$ cat config.mk
export PLATFORM = sky130hd
export DESIGN_NAME = lcd_dither_shift_timing
export DESIGN_NICKNAME = d
export VERILOG_FILES = /design/src/lds_pkg.sv /design/src/lds_fifo.sv /design/src/lds_dither_pattern.sv /design/src/lcd_dither_shift_timing.sv
export SDC_FILE = /design/constraint.sdc
export NUM_CORES = 1
export LEC_CHECK = 0
export BUFFER_PORTS_ARGS = -buffer_cell sky130_fd_sc_hd__buf_2
export CAP_MARGIN = 20
export CORE_MARGIN = 2
export CORE_UTILIZATION = 60
export CTS_CLUSTER_SIZE = 12
export DETAILED_ROUTE_END_ITERATION = 12
export PLACE_DENSITY = 0.84
export SYNTH_ARGS = -nofsm -noshare
export SYNTH_HDL_FRONTEND = slang
export SYNTH_SLANG_ARGS = --single-unit
$ cat constraint.sdc
create_clock -name clk -period 14.7 [get_ports clk]
set_input_delay 0.735 -clock clk [delete_from_list [all_inputs] [get_ports clk]]
set_output_delay 0.735 -clock clk [all_outputs]
set_load 0.05 [all_outputs]
$ cat src/lds_pkg.sv
package lds_pkg;

	// panel type codes
	localparam logic [1:0] PANEL_TFT       = 2'h0;
	localparam logic [1:0] PANEL_STN_MONO  = 2'h1;
	localparam logic [1:0] PANEL_STN_COLOR = 2'h2;

	// scan layout codes
	localparam logic SCAN_SINGLE = 1'h0;
	localparam logic SCAN_DUAL   = 1'h1;

	// stn bus width codes
	localparam logic [1:0] BUS_WIDTH_4  = 2'h0;
	localparam logic [1:0] BUS_WIDTH_8  = 2'h1;
	localparam logic [1:0] BUS_WIDTH_16 = 2'h2;

	// data bits carried per panel half in one dot
	localparam logic [4:0] HALF_BITS_NARROW = 5'h04;
	localparam logic [4:0] HALF_BITS_WIDE   = 5'h08;
	localparam logic [7:0] HALF_MASK_NARROW = 8'h0F;
	localparam logic [7:0] HALF_MASK_WIDE   = 8'hFF;

	// dithered bits produced per upstream element
	localparam logic [1:0] ELEM_BITS_MONO  = 2'h1;
	localparam logic [1:0] ELEM_BITS_COLOR = 2'h3;

	// clock gating and bias mode codes
	localparam logic GATE_DATA_ONLY = 1'h0;
	localparam logic BIAS_PER_FRAME = 1'h0;

	// pixel fifo shape
	localparam int FIFO_WIDTH = 24;
	localparam int FIFO_DEPTH = 16;

	// shade levels with fixed behaviour, and the level offset of the upper sets
	localparam logic [3:0] LEVEL_OFF     = 4'h0;
	localparam logic [3:0] LEVEL_FULL_ON = 4'hF;
	localparam logic [3:0] LEVEL_UPPER   = 4'h7;

	// pattern sets: index 0 is one half, 1..7 serve levels 8..14
	// groups are packed first group in the top nibble
	localparam int DITHER_SETS = 8;
	localparam logic [27:0] DITHER_PATTERN [DITHER_SETS] = '{
		28'hA500000,
		28'hA5A5A5F,
		28'hA5A5F00,
		28'hDB60000,
		28'hFA5FA5F,
		28'hEDB7000,
		28'hFEDB700,
		28'hFFFEDB7
	};
	localparam logic [2:0] DITHER_LENGTH [DITHER_SETS] = '{
		3'h2, 3'h7, 3'h5, 3'h3, 3'h7, 3'h4, 3'h5, 3'h7
	};
	localparam logic [4:0] TOP_GROUP_SHIFT = 5'h18;

	localparam logic [23:0] DATA_IDLE = 24'h000000;

	typedef enum logic [2:0] {
		ST_IDLE        = 3'h0,
		ST_FRAME_PULSE = 3'h1,
		ST_FRAME_DELAY = 3'h2,
		ST_LINE_PULSE  = 3'h3,
		ST_BACK_PORCH  = 3'h4,
		ST_ACTIVE      = 3'h5,
		ST_FRONT_PORCH = 3'h6
	} lds_state_type;

endpackage

$ cat src/lds_fifo.sv
`timescale 1ns/1ns
module lds_fifo #(
	parameter int WIDTH = 24,
	parameter int DEPTH = 16
) (
	input  wire logic             clk,
	input  wire logic             reset,
	input  wire logic             inValid,
	output logic                  inReady,
	input  wire logic [WIDTH-1:0] inData,
	output logic                  outValid,
	input  wire logic             outReady,
	output logic [WIDTH-1:0]      outData
);
	localparam int AW = $clog2(DEPTH);
	localparam logic [AW-1:0] LAST = AW'(DEPTH - 1);
	localparam logic [AW:0]   FULL_COUNT = (AW + 1)'(DEPTH);

	logic [WIDTH-1:0] store [DEPTH];
	logic [AW-1:0]    wrPtr_reg;
	logic [AW-1:0]    rdPtr_reg;
	logic [AW:0]      count_reg;
	logic [AW:0]      count_next;
	logic             ready_reg;
	logic             push;
	logic             pop;

	always_comb begin
		push = inValid && ready_reg;
		pop = outValid && outReady;
		count_next = count_reg;
		if (push && !pop) begin
			count_next = count_reg + 1'b1;
		end else if (pop && !push) begin
			count_next = count_reg - 1'b1;
		end
	end

	assign inReady = ready_reg;
	assign outValid = count_reg != '0;
	assign outData = store[rdPtr_reg];

	always_ff @(posedge clk) begin
		if (push) begin
			store[wrPtr_reg] <= inData;
		end
	end

	always_ff @(posedge clk or posedge reset) begin
		if (reset) begin
			wrPtr_reg <= '0;
			rdPtr_reg <= '0;
			count_reg <= '0;
			ready_reg <= 1'b1;
		end else begin
			if (push) begin
				wrPtr_reg <= (wrPtr_reg == LAST) ? '0 : wrPtr_reg + 1'b1;
			end
			if (pop) begin
				rdPtr_reg <= (rdPtr_reg == LAST) ? '0 : rdPtr_reg + 1'b1;
			end
			count_reg <= count_next;
			ready_reg <= count_next != FULL_COUNT;
		end
	end
endmodule // lds_fifo

$ cat src/lds_dither_pattern.sv
`timescale 1ns/1ns
module lds_dither_pattern (
	input  wire logic        clk,
	input  wire logic        reset,
	input  wire logic        frameAdvance,
	output wire logic [31:0] groups
);
	function automatic logic [3:0] pickGroup(input logic [27:0] set,
		input logic [2:0] idx);
		logic [27:0] shifted;
		shifted = set >> (lds_pkg::TOP_GROUP_SHIFT - {idx, 2'h0});
		return shifted[3:0];
	endfunction

	generate
		for (genvar s = 0; s < lds_pkg::DITHER_SETS; s++) begin : gSet
			logic [2:0] index_reg;
			logic [2:0] index_next;
			logic [3:0] group_reg;

			// wraps to the first group after the last one
			always_comb begin
				if (index_reg == lds_pkg::DITHER_LENGTH[s] - 3'h1) begin
					index_next = 3'h0;
				end else begin
					index_next = index_reg + 3'h1;
				end
			end

			always_ff @(posedge clk or posedge reset) begin
				if (reset) begin
					index_reg <= 3'h0;
					group_reg <= lds_pkg::DITHER_PATTERN[s][27:24];
				end else if (frameAdvance) begin
					index_reg <= index_next;
					group_reg <= pickGroup(lds_pkg::DITHER_PATTERN[s], index_next);
				end
			end

			assign groups[4*s +: 4] = group_reg;
		end
	endgenerate
endmodule // lds_dither_pattern

$ cat src/lcd_dither_shift_timing.sv
`timescale 1ns/1ns
// Contract
// dithering is applied only for STN panel types.
// level 15 always on, level 0 always off, no pattern used.
// levels 8-14 use their sets; 1-7 use inverted complementary sets.
// each set is 4-bit groups, one group further per frame.
// pixel at 4n+m is on when bit 3-m of the group is one.
// colour components take successive positions, bit steps 3,2,1,0, wraps.
// in dual scan each half bus behaves like single scan.
// one pixel or three sub-pixels per step packed into bus words.
// panel type TFT, STN mono or colour; TFT is single scan only.
// STN width 4 (single only), 8, or 16 (dual only) bits.
// dot clock, syncs, valid and bias come from the core clock.
// bias toggles per frame, or after every count+1 line syncs.
// data changes on dot clock falling edge, rising edge selectable.
// dot clock is core clock over divisor+1, bypass runs at core rate (here bypass or divisor 0 toggles the pin each core cycle, period 2).
// dot clock either runs always or only while data is shifted.
// software keeps the dot period at the per-configuration minimum.
// data valid is high only while valid data sits on the bus.
// line sync follows the last data of each line.
// frame-to-line delay+1 dots between frame sync fall and line sync.
// line sync lasts width+1 dots; data starts back porch+1 dots later.
// front porch+frame-to-line delay+2 dots from data end to line sync.
// software makes sync and porch delays cover the datapath latency.
// (delay+width+porch+3) times dot period must reach that latency.
// frame sync once per frame, homing the panel's line pointer.
// per-set frame index wraps so each sequence repeats.
// pattern position restarts each line, counting pixels or sub-pixels.
module lcd_dither_shift_timing (
	input  wire logic        clk,
	input  wire logic        reset,
	input  wire logic        displayEnable,
	input  wire logic [1:0]  panelTypeSelect,
	input  wire logic        scanLayoutSelect,
	input  wire logic [1:0]  stnBusWidth,
	input  wire logic [7:0]  dotClockDivisor,
	input  wire logic        dotClockBypass,
	input  wire logic        dotClockGatingSelect,
	input  wire logic        dataOnRisingEdge,
	input  wire logic        biasToggleSelect,
	input  wire logic [7:0]  biasLineCount,
	input  wire logic [7:0]  frameToLineDelay,
	input  wire logic [7:0]  linePulseWidth,
	input  wire logic [7:0]  lineBackPorch,
	input  wire logic [7:0]  lineFrontPorch,
	input  wire logic [9:0]  lineActiveDots,
	input  wire logic [9:0]  frameLineCount,
	input  wire logic        pixelValid,
	output logic             pixelReady,
	input  wire logic [23:0] pixelData,
	output logic             pixelShiftClock,
	output logic             lineSync,
	output logic             frameSync,
	output logic             dataValidOut,
	output logic             acBiasToggle,
	output logic [23:0]      panelDataBus
);
	logic                  isTft;
	logic                  isColor;
	logic                  isDual;
	logic [4:0]            halfBits;
	logic [7:0]            halfMask;
	logic [1:0]            elemBits;
	logic [7:0]            divCount_reg;
	logic [7:0]            divCount_next;
	logic                  toggle_reg;
	logic                  fastMode;
	logic                  dotTick;
	logic [8:0]            highLen;
	logic                  edgeStrobe;
	logic                  clockRaw;
	lds_pkg::lds_state_type state_reg;
	lds_pkg::lds_state_type state_next;
	logic [8:0]            phaseCount_reg;
	logic [8:0]            phaseCount_next;
	logic [9:0]            lineCount_reg;
	logic [9:0]            lineCount_next;
	logic                  frameStart;
	logic                  linePulseDone;
	logic [7:0]            biasCount_reg;
	logic                  activeAtEdge;
	logic                  consume;
	logic                  fifoValid;
	logic [23:0]           fifoData;
	logic                  accept;
	logic                  stage;
	logic                  lineEnd;
	logic                  hold_reg;
	logic [9:0]            wordCount_reg;
	logic [23:0]           staged_reg;
	logic                  stagedValid_reg;
	logic                  curHalf_reg;
	logic                  targetHalf;
	logic [1:0]            halfFull;
	logic [15:0]           halfWord;
	logic [23:0]           busWord;
	logic [31:0]           groups;

	// shade level of one component to on/off for position m
	function automatic logic ditherOn(input logic [3:0] level,
		input logic [31:0] grp, input logic [1:0] m);
		logic [1:0] b;
		logic [2:0] set;
		logic       inv;
		logic       on;
		b = 2'h3 - m;
		set = 3'h0;
		inv = 1'b0;
		on = 1'b0;
		case (level)
			4'h7: begin
				set = 3'h0;
				inv = 1'b1;
			end
			4'h6: begin
				set = 3'h1;
				inv = 1'b1;
			end
			4'h5: begin
				set = 3'h2;
				inv = 1'b1;
			end
			4'h4: begin
				set = 3'h3;
				inv = 1'b1;
			end
			4'h3: begin
				set = 3'h5;
				inv = 1'b1;
			end
			4'h2: begin
				set = 3'h6;
				inv = 1'b1;
			end
			4'h1: begin
				set = 3'h7;
				inv = 1'b1;
			end
			default: begin
				set = 3'(level - lds_pkg::LEVEL_UPPER);
			end
		endcase
		if (level == lds_pkg::LEVEL_FULL_ON) begin
			on = 1'b1;
		end else if (level != lds_pkg::LEVEL_OFF) begin
			on = grp[{set, b}] ^ inv;
		end
		return on;
	endfunction

	// configuration decode
	always_comb begin
		isTft = panelTypeSelect == lds_pkg::PANEL_TFT;
		isColor = panelTypeSelect == lds_pkg::PANEL_STN_COLOR;
		isDual = !isTft && scanLayoutSelect == lds_pkg::SCAN_DUAL;
		if (isDual) begin
			halfBits = (stnBusWidth == lds_pkg::BUS_WIDTH_16) ?
				lds_pkg::HALF_BITS_WIDE : lds_pkg::HALF_BITS_NARROW;
		end else begin
			halfBits = (stnBusWidth == lds_pkg::BUS_WIDTH_4) ?
				lds_pkg::HALF_BITS_NARROW : lds_pkg::HALF_BITS_WIDE;
		end
		halfMask = (halfBits == lds_pkg::HALF_BITS_NARROW) ?
			lds_pkg::HALF_MASK_NARROW : lds_pkg::HALF_MASK_WIDE;
		elemBits = isColor ? lds_pkg::ELEM_BITS_COLOR : lds_pkg::ELEM_BITS_MONO;
	end

	// dot clock divider and data edge selection
	always_comb begin
		fastMode = dotClockBypass || dotClockDivisor == 8'h00;
		dotTick = fastMode || divCount_reg == dotClockDivisor;
		divCount_next = dotTick ? 8'h00 : divCount_reg + 8'h01;
		highLen = 9'(({1'b0, dotClockDivisor} + 9'h002) >> 1);
		clockRaw = fastMode ? ~toggle_reg : ({1'b0, divCount_next} < highLen);
		if (fastMode) begin
			edgeStrobe = 1'b1;
		end else if (dataOnRisingEdge) begin
			edgeStrobe = divCount_next == 8'h00;
		end else begin
			edgeStrobe = {1'b0, divCount_next} == highLen;
		end
	end

	always_ff @(posedge clk or posedge reset) begin
		if (reset) begin
			divCount_reg <= 8'h00;
			toggle_reg <= 1'b0;
		end else begin
			divCount_reg <= divCount_next;
			toggle_reg <= ~toggle_reg;
		end
	end

	// line and frame sequencing, one step per dot
	always_comb begin
		state_next = state_reg;
		phaseCount_next = phaseCount_reg;
		lineCount_next = lineCount_reg;
		frameStart = 1'b0;
		linePulseDone = 1'b0;
		if (dotTick) begin
			if (!displayEnable) begin
				state_next = lds_pkg::ST_IDLE;
			end else if (state_reg != lds_pkg::ST_IDLE &&
				phaseCount_reg != 9'h000) begin
				phaseCount_next = phaseCount_reg - 9'h001;
			end else begin
				case (state_reg)
					lds_pkg::ST_FRAME_PULSE: begin
						state_next = lds_pkg::ST_FRAME_DELAY;
						phaseCount_next = {1'b0, frameToLineDelay};
					end
					lds_pkg::ST_FRAME_DELAY: begin
						state_next = lds_pkg::ST_LINE_PULSE;
						phaseCount_next = {1'b0, linePulseWidth};
					end
					lds_pkg::ST_LINE_PULSE: begin
						state_next = lds_pkg::ST_BACK_PORCH;
						phaseCount_next = {1'b0, lineBackPorch};
						linePulseDone = 1'b1;
					end
					lds_pkg::ST_BACK_PORCH: begin
						state_next = lds_pkg::ST_ACTIVE;
						phaseCount_next = lineActiveDots[8:0];
					end
					lds_pkg::ST_ACTIVE: begin
						state_next = lds_pkg::ST_FRONT_PORCH;
						phaseCount_next = {1'b0, lineFrontPorch} +
							{1'b0, frameToLineDelay} + 9'h001;
					end
					lds_pkg::ST_FRONT_PORCH: begin
						phaseCount_next = {1'b0, linePulseWidth};
						if (lineCount_reg == frameLineCount) begin
							state_next = lds_pkg::ST_FRAME_PULSE;
							lineCount_next = 10'h000;
							frameStart = 1'b1;
						end else begin
							state_next = lds_pkg::ST_LINE_PULSE;
							lineCount_next = lineCount_reg + 10'h001;
						end
					end
					default: begin
						state_next = lds_pkg::ST_FRAME_PULSE;
						phaseCount_next = {1'b0, linePulseWidth};
						lineCount_next = 10'h000;
						frameStart = 1'b1;
					end
				endcase
			end
		end
	end

	always_ff @(posedge clk or posedge reset) begin
		if (reset) begin
			state_reg <= lds_pkg::ST_IDLE;
			phaseCount_reg <= 9'h000;
			lineCount_reg <= 10'h000;
		end else begin
			state_reg <= state_next;
			phaseCount_reg <= phaseCount_next;
			lineCount_reg <= lineCount_next;
		end
	end
	// ac bias
	always_ff @(posedge clk or posedge reset) begin
		if (reset) begin
			acBiasToggle <= 1'b0;
			biasCount_reg <= 8'h00;
		end else if (biasToggleSelect == lds_pkg::BIAS_PER_FRAME) begin
			biasCount_reg <= 8'h00;
			if (frameStart) begin
				acBiasToggle <= ~acBiasToggle;
			end
		end else if (linePulseDone) begin
			if (biasCount_reg == biasLineCount) begin
				biasCount_reg <= 8'h00;
				acBiasToggle <= ~acBiasToggle;
			end else begin
				biasCount_reg <= biasCount_reg + 8'h01;
			end
		end
	end

	// panel pins
	always_comb begin
		// a falling-edge strobe loads the word of the coming dot
		activeAtEdge = (fastMode || dataOnRisingEdge) ?
			state_next == lds_pkg::ST_ACTIVE : displayEnable &&
			(state_reg == lds_pkg::ST_ACTIVE ? phaseCount_reg != 9'h000 :
			state_reg == lds_pkg::ST_BACK_PORCH && phaseCount_reg == 9'h000);
		consume = edgeStrobe && activeAtEdge && stagedValid_reg;
	end

	always_ff @(posedge clk or posedge reset) begin
		if (reset) begin
			pixelShiftClock <= 1'b0;
			lineSync <= 1'b0;
			frameSync <= 1'b0;
			dataValidOut <= 1'b0;
			panelDataBus <= lds_pkg::DATA_IDLE;
		end else begin
			if (dotClockGatingSelect == lds_pkg::GATE_DATA_ONLY) begin
				pixelShiftClock <= clockRaw &&
					state_next == lds_pkg::ST_ACTIVE;
			end else begin
				pixelShiftClock <= clockRaw;
			end
			lineSync <= state_next == lds_pkg::ST_LINE_PULSE;
			frameSync <= state_next == lds_pkg::ST_FRAME_PULSE;
			if (consume) begin
				dataValidOut <= 1'b1;
				panelDataBus <= staged_reg;
			end else if (edgeStrobe) begin
				dataValidOut <= 1'b0;
				panelDataBus <= lds_pkg::DATA_IDLE;
			end
		end
	end

	// packing of dithered elements into bus words
	always_comb begin
		targetHalf = isDual ? curHalf_reg : 1'b0;
		stage = !stagedValid_reg && (isTft ? (fifoValid && !hold_reg) :
			(halfFull[0] && (!isDual || halfFull[1])));
		accept = !hold_reg && fifoValid && (isTft ? !stagedValid_reg :
			!halfFull[targetHalf]);
		lineEnd = stage && wordCount_reg == lineActiveDots;
		if (!isDual) begin
			busWord = {16'h0000, halfWord[7:0]};
		end else if (halfBits == lds_pkg::HALF_BITS_NARROW) begin
			busWord = {16'h0000, halfWord[11:8], halfWord[3:0]};
		end else begin
			busWord = {8'h00, halfWord[15:8], halfWord[7:0]};
		end
	end

	generate
		for (genvar h = 0; h < 2; h++) begin : gHalf
			logic [15:0] acc_reg;
			logic [4:0]  accCnt_reg;
			logic [1:0]  pos_reg;
			logic [2:0]  ditherBits;
			logic [15:0] shifted;

			always_comb begin
				halfFull[h] = accCnt_reg >= halfBits;
				shifted = acc_reg >> (accCnt_reg - halfBits);
				halfWord[8*h +: 8] = shifted[7:0] & halfMask;
				if (isColor) begin
					ditherBits = {ditherOn(fifoData[11:8], groups, pos_reg),
						ditherOn(fifoData[7:4], groups, pos_reg + 2'h1),
						ditherOn(fifoData[3:0], groups, pos_reg + 2'h2)};
				end else begin
					ditherBits = {2'h0, ditherOn(fifoData[3:0], groups, pos_reg)};
				end
			end

			always_ff @(posedge clk or posedge reset) begin
				if (reset) begin
					acc_reg <= 16'h0000;
					accCnt_reg <= 5'h00;
					pos_reg <= 2'h0;
				end else if (lineEnd || isTft) begin
					accCnt_reg <= 5'h00;
					pos_reg <= 2'h0;
				end else if (accept && targetHalf == 1'(h)) begin
					acc_reg <= (acc_reg << elemBits) | {13'h0000, ditherBits};
					accCnt_reg <= accCnt_reg + {3'h0, elemBits};
					pos_reg <= pos_reg + elemBits;
				end else if (stage) begin
					accCnt_reg <= accCnt_reg - halfBits;
				end
			end
		end
	endgenerate

	always_ff @(posedge clk or posedge reset) begin
		if (reset) begin
			hold_reg <= 1'b1;
			wordCount_reg <= 10'h000;
			curHalf_reg <= 1'b0;
		end else begin
			if (lineEnd) begin
				hold_reg <= 1'b1;
			end else if (state_reg == lds_pkg::ST_LINE_PULSE) begin
				hold_reg <= 1'b0;
			end
			if (lineEnd) begin
				wordCount_reg <= 10'h000;
			end else if (stage) begin
				wordCount_reg <= wordCount_reg + 10'h001;
			end
			if (lineEnd || !isDual) begin
				curHalf_reg <= 1'b0;
			end else if (accept) begin
				curHalf_reg <= ~curHalf_reg;
			end
		end
	end

	always_ff @(posedge clk or posedge reset) begin
		if (reset) begin
			staged_reg <= lds_pkg::DATA_IDLE;
			stagedValid_reg <= 1'b0;
		end else if (stage) begin
			staged_reg <= isTft ? fifoData : busWord;
			stagedValid_reg <= 1'b1;
		end else if (consume) begin
			stagedValid_reg <= 1'b0;
		end
	end

	lds_fifo #(
		.WIDTH (lds_pkg::FIFO_WIDTH),
		.DEPTH (lds_pkg::FIFO_DEPTH)
	) pixelFifo (
		.clk      (clk),
		.reset    (reset),
		.inValid  (pixelValid),
		.inReady  (pixelReady),
		.inData   (pixelData),
		.outValid (fifoValid),
		.outReady (accept),
		.outData  (fifoData)
	);

	lds_dither_pattern patterns (
		.clk          (clk),
		.reset        (reset),
		.frameAdvance (frameStart),
		.groups       (groups)
	);
endmodule // lcd_dither_shift_timing

==> summary.md, run 1 <==
### Status
* **run status** completed

### Floorplan
* **number of ports placed on the die boundary** 135
* **DIE WIDTH** 225 um
* **core region area** 0.0486 mm2
* **Starting Density** 0.604
* **full die area** 0.0508 mm2
* **number of rows in the core area** 81
* **Vert. Die Dim** 225 um

### STA
* **final critical path time including I/O delays and setup** 5.56 ns
* **Setup Viol. Count Final** 0
* **Final Hold Viols** 0
* **RSZ-0062 raised after global routing** false
* **fin crit share** 0.378
* **Least-Margin Pin Slew** 1.00 ns
* **Slew HR** 0.332
* **timing-limited maximum frequency** 0.180 GHz
* **Final Slew Violations** 0
* **setup clock skew after layout** 0.0599 ns
* **setup_tns** 0 ns

### Synth
* **share of Yosys cell area claimed by the top area cell type** 0.392
* **proportion of synthesized flip-flops having asynchronous set or reset** 0.356
* **number of synthesis warnings** 0
* **post-synthesis register bit count** 596
* **Synth area leaders** sky130_fd_sc_hd__edfxtp_1 (39%), sky130_fd_sc_hd__dfrtp_1 (16%), sky130_fd_sc_hd__mux4_2 (9.1%), sky130_fd_sc_hd__mux2i_1 (3.4%), sky130_fd_sc_hd__nand2_1 (2.7%)
* **Most used DFF post-synth** sky130_fd_sc_hd__edfxtp_1
* **Post-Syn Nets** 2454
* **sequential share of the synthesized area** 0.574
* **Synth Cell Area** 0.0294 mm2
* **cell type with the highest aggregate area in the netlist** sky130_fd_sc_hd__edfxtp_1
* **instance count of the mapped netlist** 2284
* **count of flip-flops with a built-in enable after synthesis** 384
* **Distinct cells, synth** 84
* **mean instance size in the synthesized netlist** 12.9 um2

### Drt
* **initial DRC count** 1960
* **Detailed Route WL** 71.5 mm
* **Initial DRT Pass Iterations** 6
* **DRC violation count after routing** 0
* **average wire per standard cell** 23.3 um
* **count of antenna-violating nets left after detailed routing** 0
* **vias per cell** 6.54
* **vias after detailed routing** 20.1k

### Setup path
* **slowest stage cell, crit path** sky130_fd_sc_hd__dfrtp_4
* **stages on the worst setup path** 13
* **CP Data Arrival Time** 6.14 ns
* **Worst Reg2Reg Path Length in Cells** 13
* **slack of the worst reg-to-reg path** 9.14 ns
* **Critical Path Fanout Max** 57
* **buffering stage count on the worst path with inverters included** 1
* **data required time of the worst path** 15.28 ns
* **Worst R2R End** gHalf[1].acc_reg[1]
* **kind of cell with the highest combined delay on the critical path** compound AO/OA/AOI/OAI gates
* **largest incremental delay on the critical path** 0.98 ns
* **critical path endpoint category** flop
* **sort of element at the start of the critical path** flop
* **WS Path Type** flop to flop
* **worst reg2reg path startpoint** pixelFifo.rdPtr_reg[1]
* **Cell Chain, Critical Path** buf_4 -> mux4_2 -> mux4_2 -> ha_1 -> nor3_1 -> a211oi_1 -> o31ai_1 -> o21ai_0 -> o211ai_1 -> o211ai_2 -> nand2_2 -> mux2_4 -> o211ai_2

### Final layout
* **Final Core Density** 0.670
* **flip-flop count of the largest register after layout** 384
* **most common cell after layout, fill and taps aside** sky130_fd_sc_hd__edfxtp_1
* **count of fill cells added during filler insertion** 3331
* **layout cell share with drive strength beyond 1** 0.187
* **synthesis-to-finish area growth** 10.9%
* **number of nets in the layout** 2568
* **top library cells by usage in the layout, fill and taps aside** sky130_fd_sc_hd__edfxtp_1 (384), sky130_fd_sc_hd__nand2_1 (212), sky130_fd_sc_hd__dfrtp_1 (189)

### Clock network
* **count of hold-fix buffers inserted at cts** 0
* **TritonCTS Buffers** 60
* **TritonCTS clock tree** done
* **CTS resizes** 0
* **Clock Tree Root** sky130_fd_sc_hd__clkbuf_16
* **post-CTS clock slew at the launch and capture registers of the worst setup and hold paths** 0.07 ns
* **htree depth** 2
* **clock latency on the worst-skew pair** 0.66 ns
* **Post-CTS Setup Inserts** 0
* **clk buf depth** 3
* **CTS Sinks** 596

### Pwr
* **leakage component of the power** 0.0125 uW
* **Power Total** 7060 uW
* **power density over cell area** 217 mW/mm2
* **Worst IR Drop VDD** 0.127 mV

### Global routing
* **global routing usage summed across all routing layers** 0.284
* **overflow left after global routing** 0
* **initial antenna violation count** 7
* **pin count of the biggest net entering global routing** 131
* **via count of the first global-routing pass** 19.8k
* **global-route wire length before repair** 110 mm

### Placement
* **final HPWL from detailed placement** 44.9 mm
* **Final Wtd Congestion** 0.939
* **number of port buffers** 134

### Flow run
* **number of violations of the max-capacitance limit** 0

### Min path
* **Worst Hold Class** primary input to async pin

[worst max path at each step]
stage | from | end
CTS | pixelFifo.rdPtr_reg[0] | gHalf[1].acc_reg[1]
finish | pixelFifo.rdPtr_reg[1] | gHalf[1].acc_reg[1]
global route | pixelFifo.rdPtr_reg[0] | gHalf[1].acc_reg[1]
floorplan | reset | acBiasToggle
detailed placement | pixelFifo.rdPtr_reg[0] | gHalf[1].acc_reg[1]
global placement | pixelFifo.rdPtr_reg[0] | gHalf[1].acc_reg[1]
[final cells by class]
class | count | area [um2] | share of cell area
well taps | 622 | 778 | 0.0239
diodes | 2 | 5.00 | 0.000154
inverters | 71 | 274 | 0.00840
multi-input cells | 1499 | 11800 | 0.361
repair buffers | 170 | 958 | 0.0294
clock buffers | 98 | 1690 | 0.0520
clock inverters | 15 | 243 | 0.00744
flip-flops and latches | 596 | 16900 | 0.517
[synthesized netlist by cell type, types with 5 or more instances]
master / number
sky130_fd_sc_hd__a211oi_1: 12
sky130_fd_sc_hd__a21o_1: 20
sky130_fd_sc_hd__a21oi_1: 74
sky130_fd_sc_hd__a221oi_1: 15
sky130_fd_sc_hd__a22o_1: 33
sky130_fd_sc_hd__a22oi_1: 10
sky130_fd_sc_hd__a31oi_1: 42
sky130_fd_sc_hd__and2_1: 21
sky130_fd_sc_hd__and3_1: 16
sky130_fd_sc_hd__buf_1: 12
sky130_fd_sc_hd__buf_2: 18
sky130_fd_sc_hd__clkbuf_1: 80
sky130_fd_sc_hd__dfrtp_1: 192
sky130_fd_sc_hd__dfstp_2: 20
sky130_fd_sc_hd__edfxtp_1: 384
sky130_fd_sc_hd__fa_1: 5
sky130_fd_sc_hd__ha_1: 60
sky130_fd_sc_hd__inv_1: 66
sky130_fd_sc_hd__mux2_2: 35
sky130_fd_sc_hd__mux2i_1: 99
sky130_fd_sc_hd__mux4_2: 119
sky130_fd_sc_hd__nand2_1: 212
sky130_fd_sc_hd__nand2b_1: 21
sky130_fd_sc_hd__nand3_1: 64
sky130_fd_sc_hd__nand4_1: 11
sky130_fd_sc_hd__nor2_1: 160
sky130_fd_sc_hd__nor2b_1: 23
sky130_fd_sc_hd__nor3_1: 25
sky130_fd_sc_hd__nor3b_1: 8
sky130_fd_sc_hd__nor4_1: 16
sky130_fd_sc_hd__o211ai_1: 16
sky130_fd_sc_hd__o21a_1: 6
sky130_fd_sc_hd__o21ai_0: 149
sky130_fd_sc_hd__o22a_1: 6
sky130_fd_sc_hd__o22ai_1: 13
sky130_fd_sc_hd__o31ai_1: 12
sky130_fd_sc_hd__or2_2: 6
sky130_fd_sc_hd__or3_1: 14
sky130_fd_sc_hd__xnor2_1: 48
sky130_fd_sc_hd__xor2_1: 48
[cells by family after synthesis]
kind of cell | share of synthesized area
buf+inv | 0.0264
fa+ha+maj | 0.0300
simple gates | 0.0977
flops | 0.574
mux | 0.143
xor+xnor | 0.0286
compound gates | 0.100
[worst register-to-register path: cells and delay by family, from the launching register on]
family	cells	cell delay, ns
AOI/OAI and AO/OA	6	1.57
adders and majority gates	1	0.35
buffers and inverters	1	0.67
DFF	1	0.98
muxes	3	1.29
and+or+nand+nor	2	0.66
[per-stage QoR]
stage | hold slack, ns | setup WS (ns) | area (um2) | std cells
global route | 0.316 | 8.76 | 32600 | 3071
floorplan | 0.383 | 8.20 | 29400 | 2284
detailed placement | 0.396 | 9.25 | 30600 | 2957
finish | 0.307 | 9.14 | 32600 | 3073
CTS | 0.307 | 9.22 | 32600 | 3070
global placement | 0.395 | 9.53 | 30600 | 2956
[routing by layer]
layer | track usage | vias up | wire [um]
li1 | - | 8874 | -
met1 | 0.365 | 10000 | 27400
met3 | 0.0540 | 194 | 5700
met4 | 0.0981 | 10 | 2380
met2 | 0.486 | 997 | 36000
met5 | 0 | - | 58
[power by group]
part,switching (uW),internal (uW),leakage (uW)
registers,364,2110,0.00615
logic,1750,1350,0.00538
clock network,635,861,0.000933
total,2750,4310,0.0125
No activity file was read; power rests on OpenSTA's default activity.
==> run 2: changes to the inputs <==
Settings changed: CORE_UTILIZATION 60 to 56, PLACE_DENSITY 0.84 to 0.83.
Clock period 14.7 ns to 4.7 ns, I/O delays scaled along.
==> run 2 against run 1 <==
  * Register-to-register slack got worse by 8.9 ns
  * First-iteration DRC count is 33% higher
  * Die area up 7.0%
  * Critical path type unchanged
  * Clock skew decreased by 0.0025 ns
  * Cell count is 3.5% higher
  * Maximum frequency increased by 26%
  * Sequential cell count is the same
  * Routed wire length increased by 10%
  * Core utilization shrank 2.9 points
==> summary.md, run 2 (same netlist as run 1, synthesis figures left out) <==
### Status
* **run status** completed, unchanged

### STA
* **RSZ-0062 raised after global routing** false, unchanged
* **setup_tns** 0 ns, unchanged
* **Final Slew Violations** 0, unchanged
* **fin crit share** 0.941, was 0.378
* **setup clock skew after layout** 0.0574 ns, was 0.0599 ns
* **Slew HR** 0.252, was 0.332
* **timing-limited maximum frequency** 0.226 GHz, was 0.180 GHz
* **Setup Viol. Count Final** 0, unchanged
* **PnR worst setup slack** 0.279 ns, was 9.14 ns
* **final critical path time including I/O delays and setup** 4.42 ns, was 5.56 ns
* **Least-Margin Pin Slew** 1.12 ns, was 1.00 ns
* **Final Hold Viols** 0, unchanged

### Floorplan
* **DIE WIDTH** 233 um, was 225 um
* **Starting Density** 0.569, was 0.604
* **core region area** 0.0516 mm2, was 0.0486 mm2
* **number of ports placed on the die boundary** 135, unchanged
* **full die area** 0.0543 mm2, was 0.0508 mm2
* **Vert. Die Dim** 233 um, was 225 um
* **number of rows in the core area** 83, was 81

### Clock network
* **Post-CTS Setup Inserts** 0, unchanged
* **clk buf depth** 3, unchanged
* **CTS Sinks** 596, unchanged
* **Clock Tree Root** sky130_fd_sc_hd__clkbuf_16, unchanged
* **htree depth** 2, unchanged
* **TritonCTS clock tree** done, unchanged
* **post-CTS clock slew at the launch and capture registers of the worst setup and hold paths** 0.06 ns, was 0.07 ns
* **clock latency on the worst-skew pair** 0.66 ns, about the same
* **TritonCTS Buffers** 59, was 60

### Pwr
* **leakage component of the power** 0.0126 uW, was 0.0125 uW
* **power density over cell area** 677 mW/mm2, was 217 mW/mm2
* **Worst IR Drop VDD** 0.429 mV, was 0.127 mV
* **Power Total** 22400 uW, was 7060 uW

### Setup path
* **slack of the worst reg-to-reg path** 0.28 ns, was 9.14 ns
* **critical path endpoint category** flop, unchanged
* **data required time of the worst path** 5.23 ns, was 15.28 ns
* **Worst Reg2Reg Path Length in Cells** 13, unchanged
* **sort of element at the start of the critical path** flop, unchanged
* **worst reg2reg path startpoint** pixelFifo.rdPtr_reg[0], was pixelFifo.rdPtr_reg[1]
* **WS Path Type** flop to flop, unchanged
* **Critical Path Fanout Max** 30, was 57
* **Worst R2R End** gHalf[0].acc_reg[1], was gHalf[1].acc_reg[1]
* **CP Data Arrival Time** 4.95 ns, was 6.14 ns

### Final layout
* **layout cell share with drive strength beyond 1** 0.193, was 0.187
* **top library cells by usage in the layout, fill and taps aside** sky130_fd_sc_hd__edfxtp_1 (384), sky130_fd_sc_hd__nand2_1 (212), sky130_fd_sc_hd__dfrtp_1 (189), unchanged
* **number of nets in the layout** 2618, was 2568
* **most common cell after layout, fill and taps aside** sky130_fd_sc_hd__edfxtp_1, unchanged
* **final non-filler cell total** 3181, was 3073
* **synthesis-to-finish area growth** 12.7%, was 10.9%
* **post-route design area** 0.0331 mm2, was 0.0326 mm2
* **flip-flop count of the largest register after layout** 384, unchanged

### Min path
* **Worst Hold Class** primary input to flop, was primary input to async pin
* **hold path cells** 4
* **destination of the worst hold path** phaseCount_reg[0]
* **launch instance of the worst min-delay path** linePulseWidth[0]

### Drt
* **Initial DRT Pass Iterations** 6, unchanged
* **Detailed Route WL** 78.8 mm, was 71.5 mm
* **vias per cell** 6.53, was 6.54
* **vias after detailed routing** 20.8k, was 20.1k
* **DRC violation count after routing** 0, unchanged
* **count of antenna-violating nets left after detailed routing** 0, unchanged
* **average wire per standard cell** 24.8 um, was 23.3 um
* **initial DRC count** 2604, was 1960

### Placement
* **DP Area** 0.0309 mm2, was 0.0306 mm2
* **Final Wtd Congestion** 0.935, was 0.939
* **final HPWL from detailed placement** 49.8 mm, was 44.9 mm
* **Cells after DPL** 3036, was 2957
* **number of port buffers** 134, unchanged
* **setup slack at placement** 0.252 ns, was 9.25 ns

### Global routing
* **global routing usage summed across all routing layers** 0.293, was 0.284
* **overflow left after global routing** 0, unchanged
* **via count of the first global-routing pass** 20.8k, was 19.8k
* **global-route wire length before repair** 121 mm, was 110 mm
* **pin count of the biggest net entering global routing** 88, was 131
* **initial antenna violation count** 3, was 7

### Flow run
* **number of violations of the max-capacitance limit** 0, unchanged

## run 2: area by class of cell
| class | instances | area, um2 |
|---|---|---|
| clock buffer | 101 | 1690 |
| fill | 3595 | 18500 |
| sequential | 596 | 16900 |
| inverter | 71 | 270 |
| tap | 680 | 851 |
| multi-input combinational | 1499 | 11800 |
| clock inverter | 11 | 159 |
| antenna | 2 | 5.00 |
| timing repair buffer | 221 | 1460 |
## run 2: worst max path at each step
| stage | startpoint | to | slack, ns |
|---|---|---|---|
| finish | pixelFifo.rdPtr_reg[0] | gHalf[0].acc_reg[1] | 0.28 |
| global route | pixelFifo.rdPtr_reg[0] | gHalf[0].acc_reg[1] | 0.03 |
| CTS | pixelFifo.rdPtr_reg[0] | gHalf[0].acc_reg[2] | 0.17 |
| detailed placement | pixelFifo.rdPtr_reg[0] | gHalf[0].acc_reg[2] | 0.25 |
| global placement | pixelFifo.rdPtr_reg[0] | gHalf[0].acc_reg[2] | 0.49 |
| floorplan | pixelFifo.rdPtr_reg[0] | gHalf[1].acc_reg[1] | 0.005 |
## run 2: through the flow
step,utilization,hold WS (ns)
finish,0.642,0.0648
CTS,0.641,0.00960
detailed placement,0.599,0.185
floorplan,-,0.334
global placement,0.599,0.188
global route,0.642,0.0486
## run 2: per-layer routing
layer | wire, um | vias to the layer above | GRT usage
li1 | - | 8955 | -
met1 | 29600 | 10300 | 0.380
met2 | 38500 | 1257 | 0.486
met3 | 7330 | 240 | 0.0538
met4 | 3390 | 2 | 0.126
met5 | 8 | - | 0
## run 2: what timing repair did
action,in CTS,in global routing
resized for setup,0,2
endpoints found under the hold margin,506,0
hold buffers,30,0
setup endpoints to repair,0,3
## run 2: worst max-delay path: stages, from the launching register on
cell and delay [ns]:
sky130_fd_sc_hd__dfrtp_4 0.51, sky130_fd_sc_hd__buf_12 0.26, sky130_fd_sc_hd__mux4_2 0.56, sky130_fd_sc_hd__mux4_2 0.56, sky130_fd_sc_hd__ha_1 0.37, sky130_fd_sc_hd__nor3_2 0.33
sky130_fd_sc_hd__a211oi_1 0.13, sky130_fd_sc_hd__o31ai_2 0.44, sky130_fd_sc_hd__o21a_1 0.28, sky130_fd_sc_hd__o211ai_1 0.13, sky130_fd_sc_hd__a21oi_1 0.29, sky130_fd_sc_hd__a311oi_1 0.11
sky130_fd_sc_hd__a211o_1 0.25, sky130_fd_sc_hd__o211ai_1 0.09
## run 2: report_power, final
part,internal [uW],leakage [uW],switching (uW)
registers,6590,0.00615,1100
logic,4390,0.00562,5800
clock network,2510,0.000879,2030
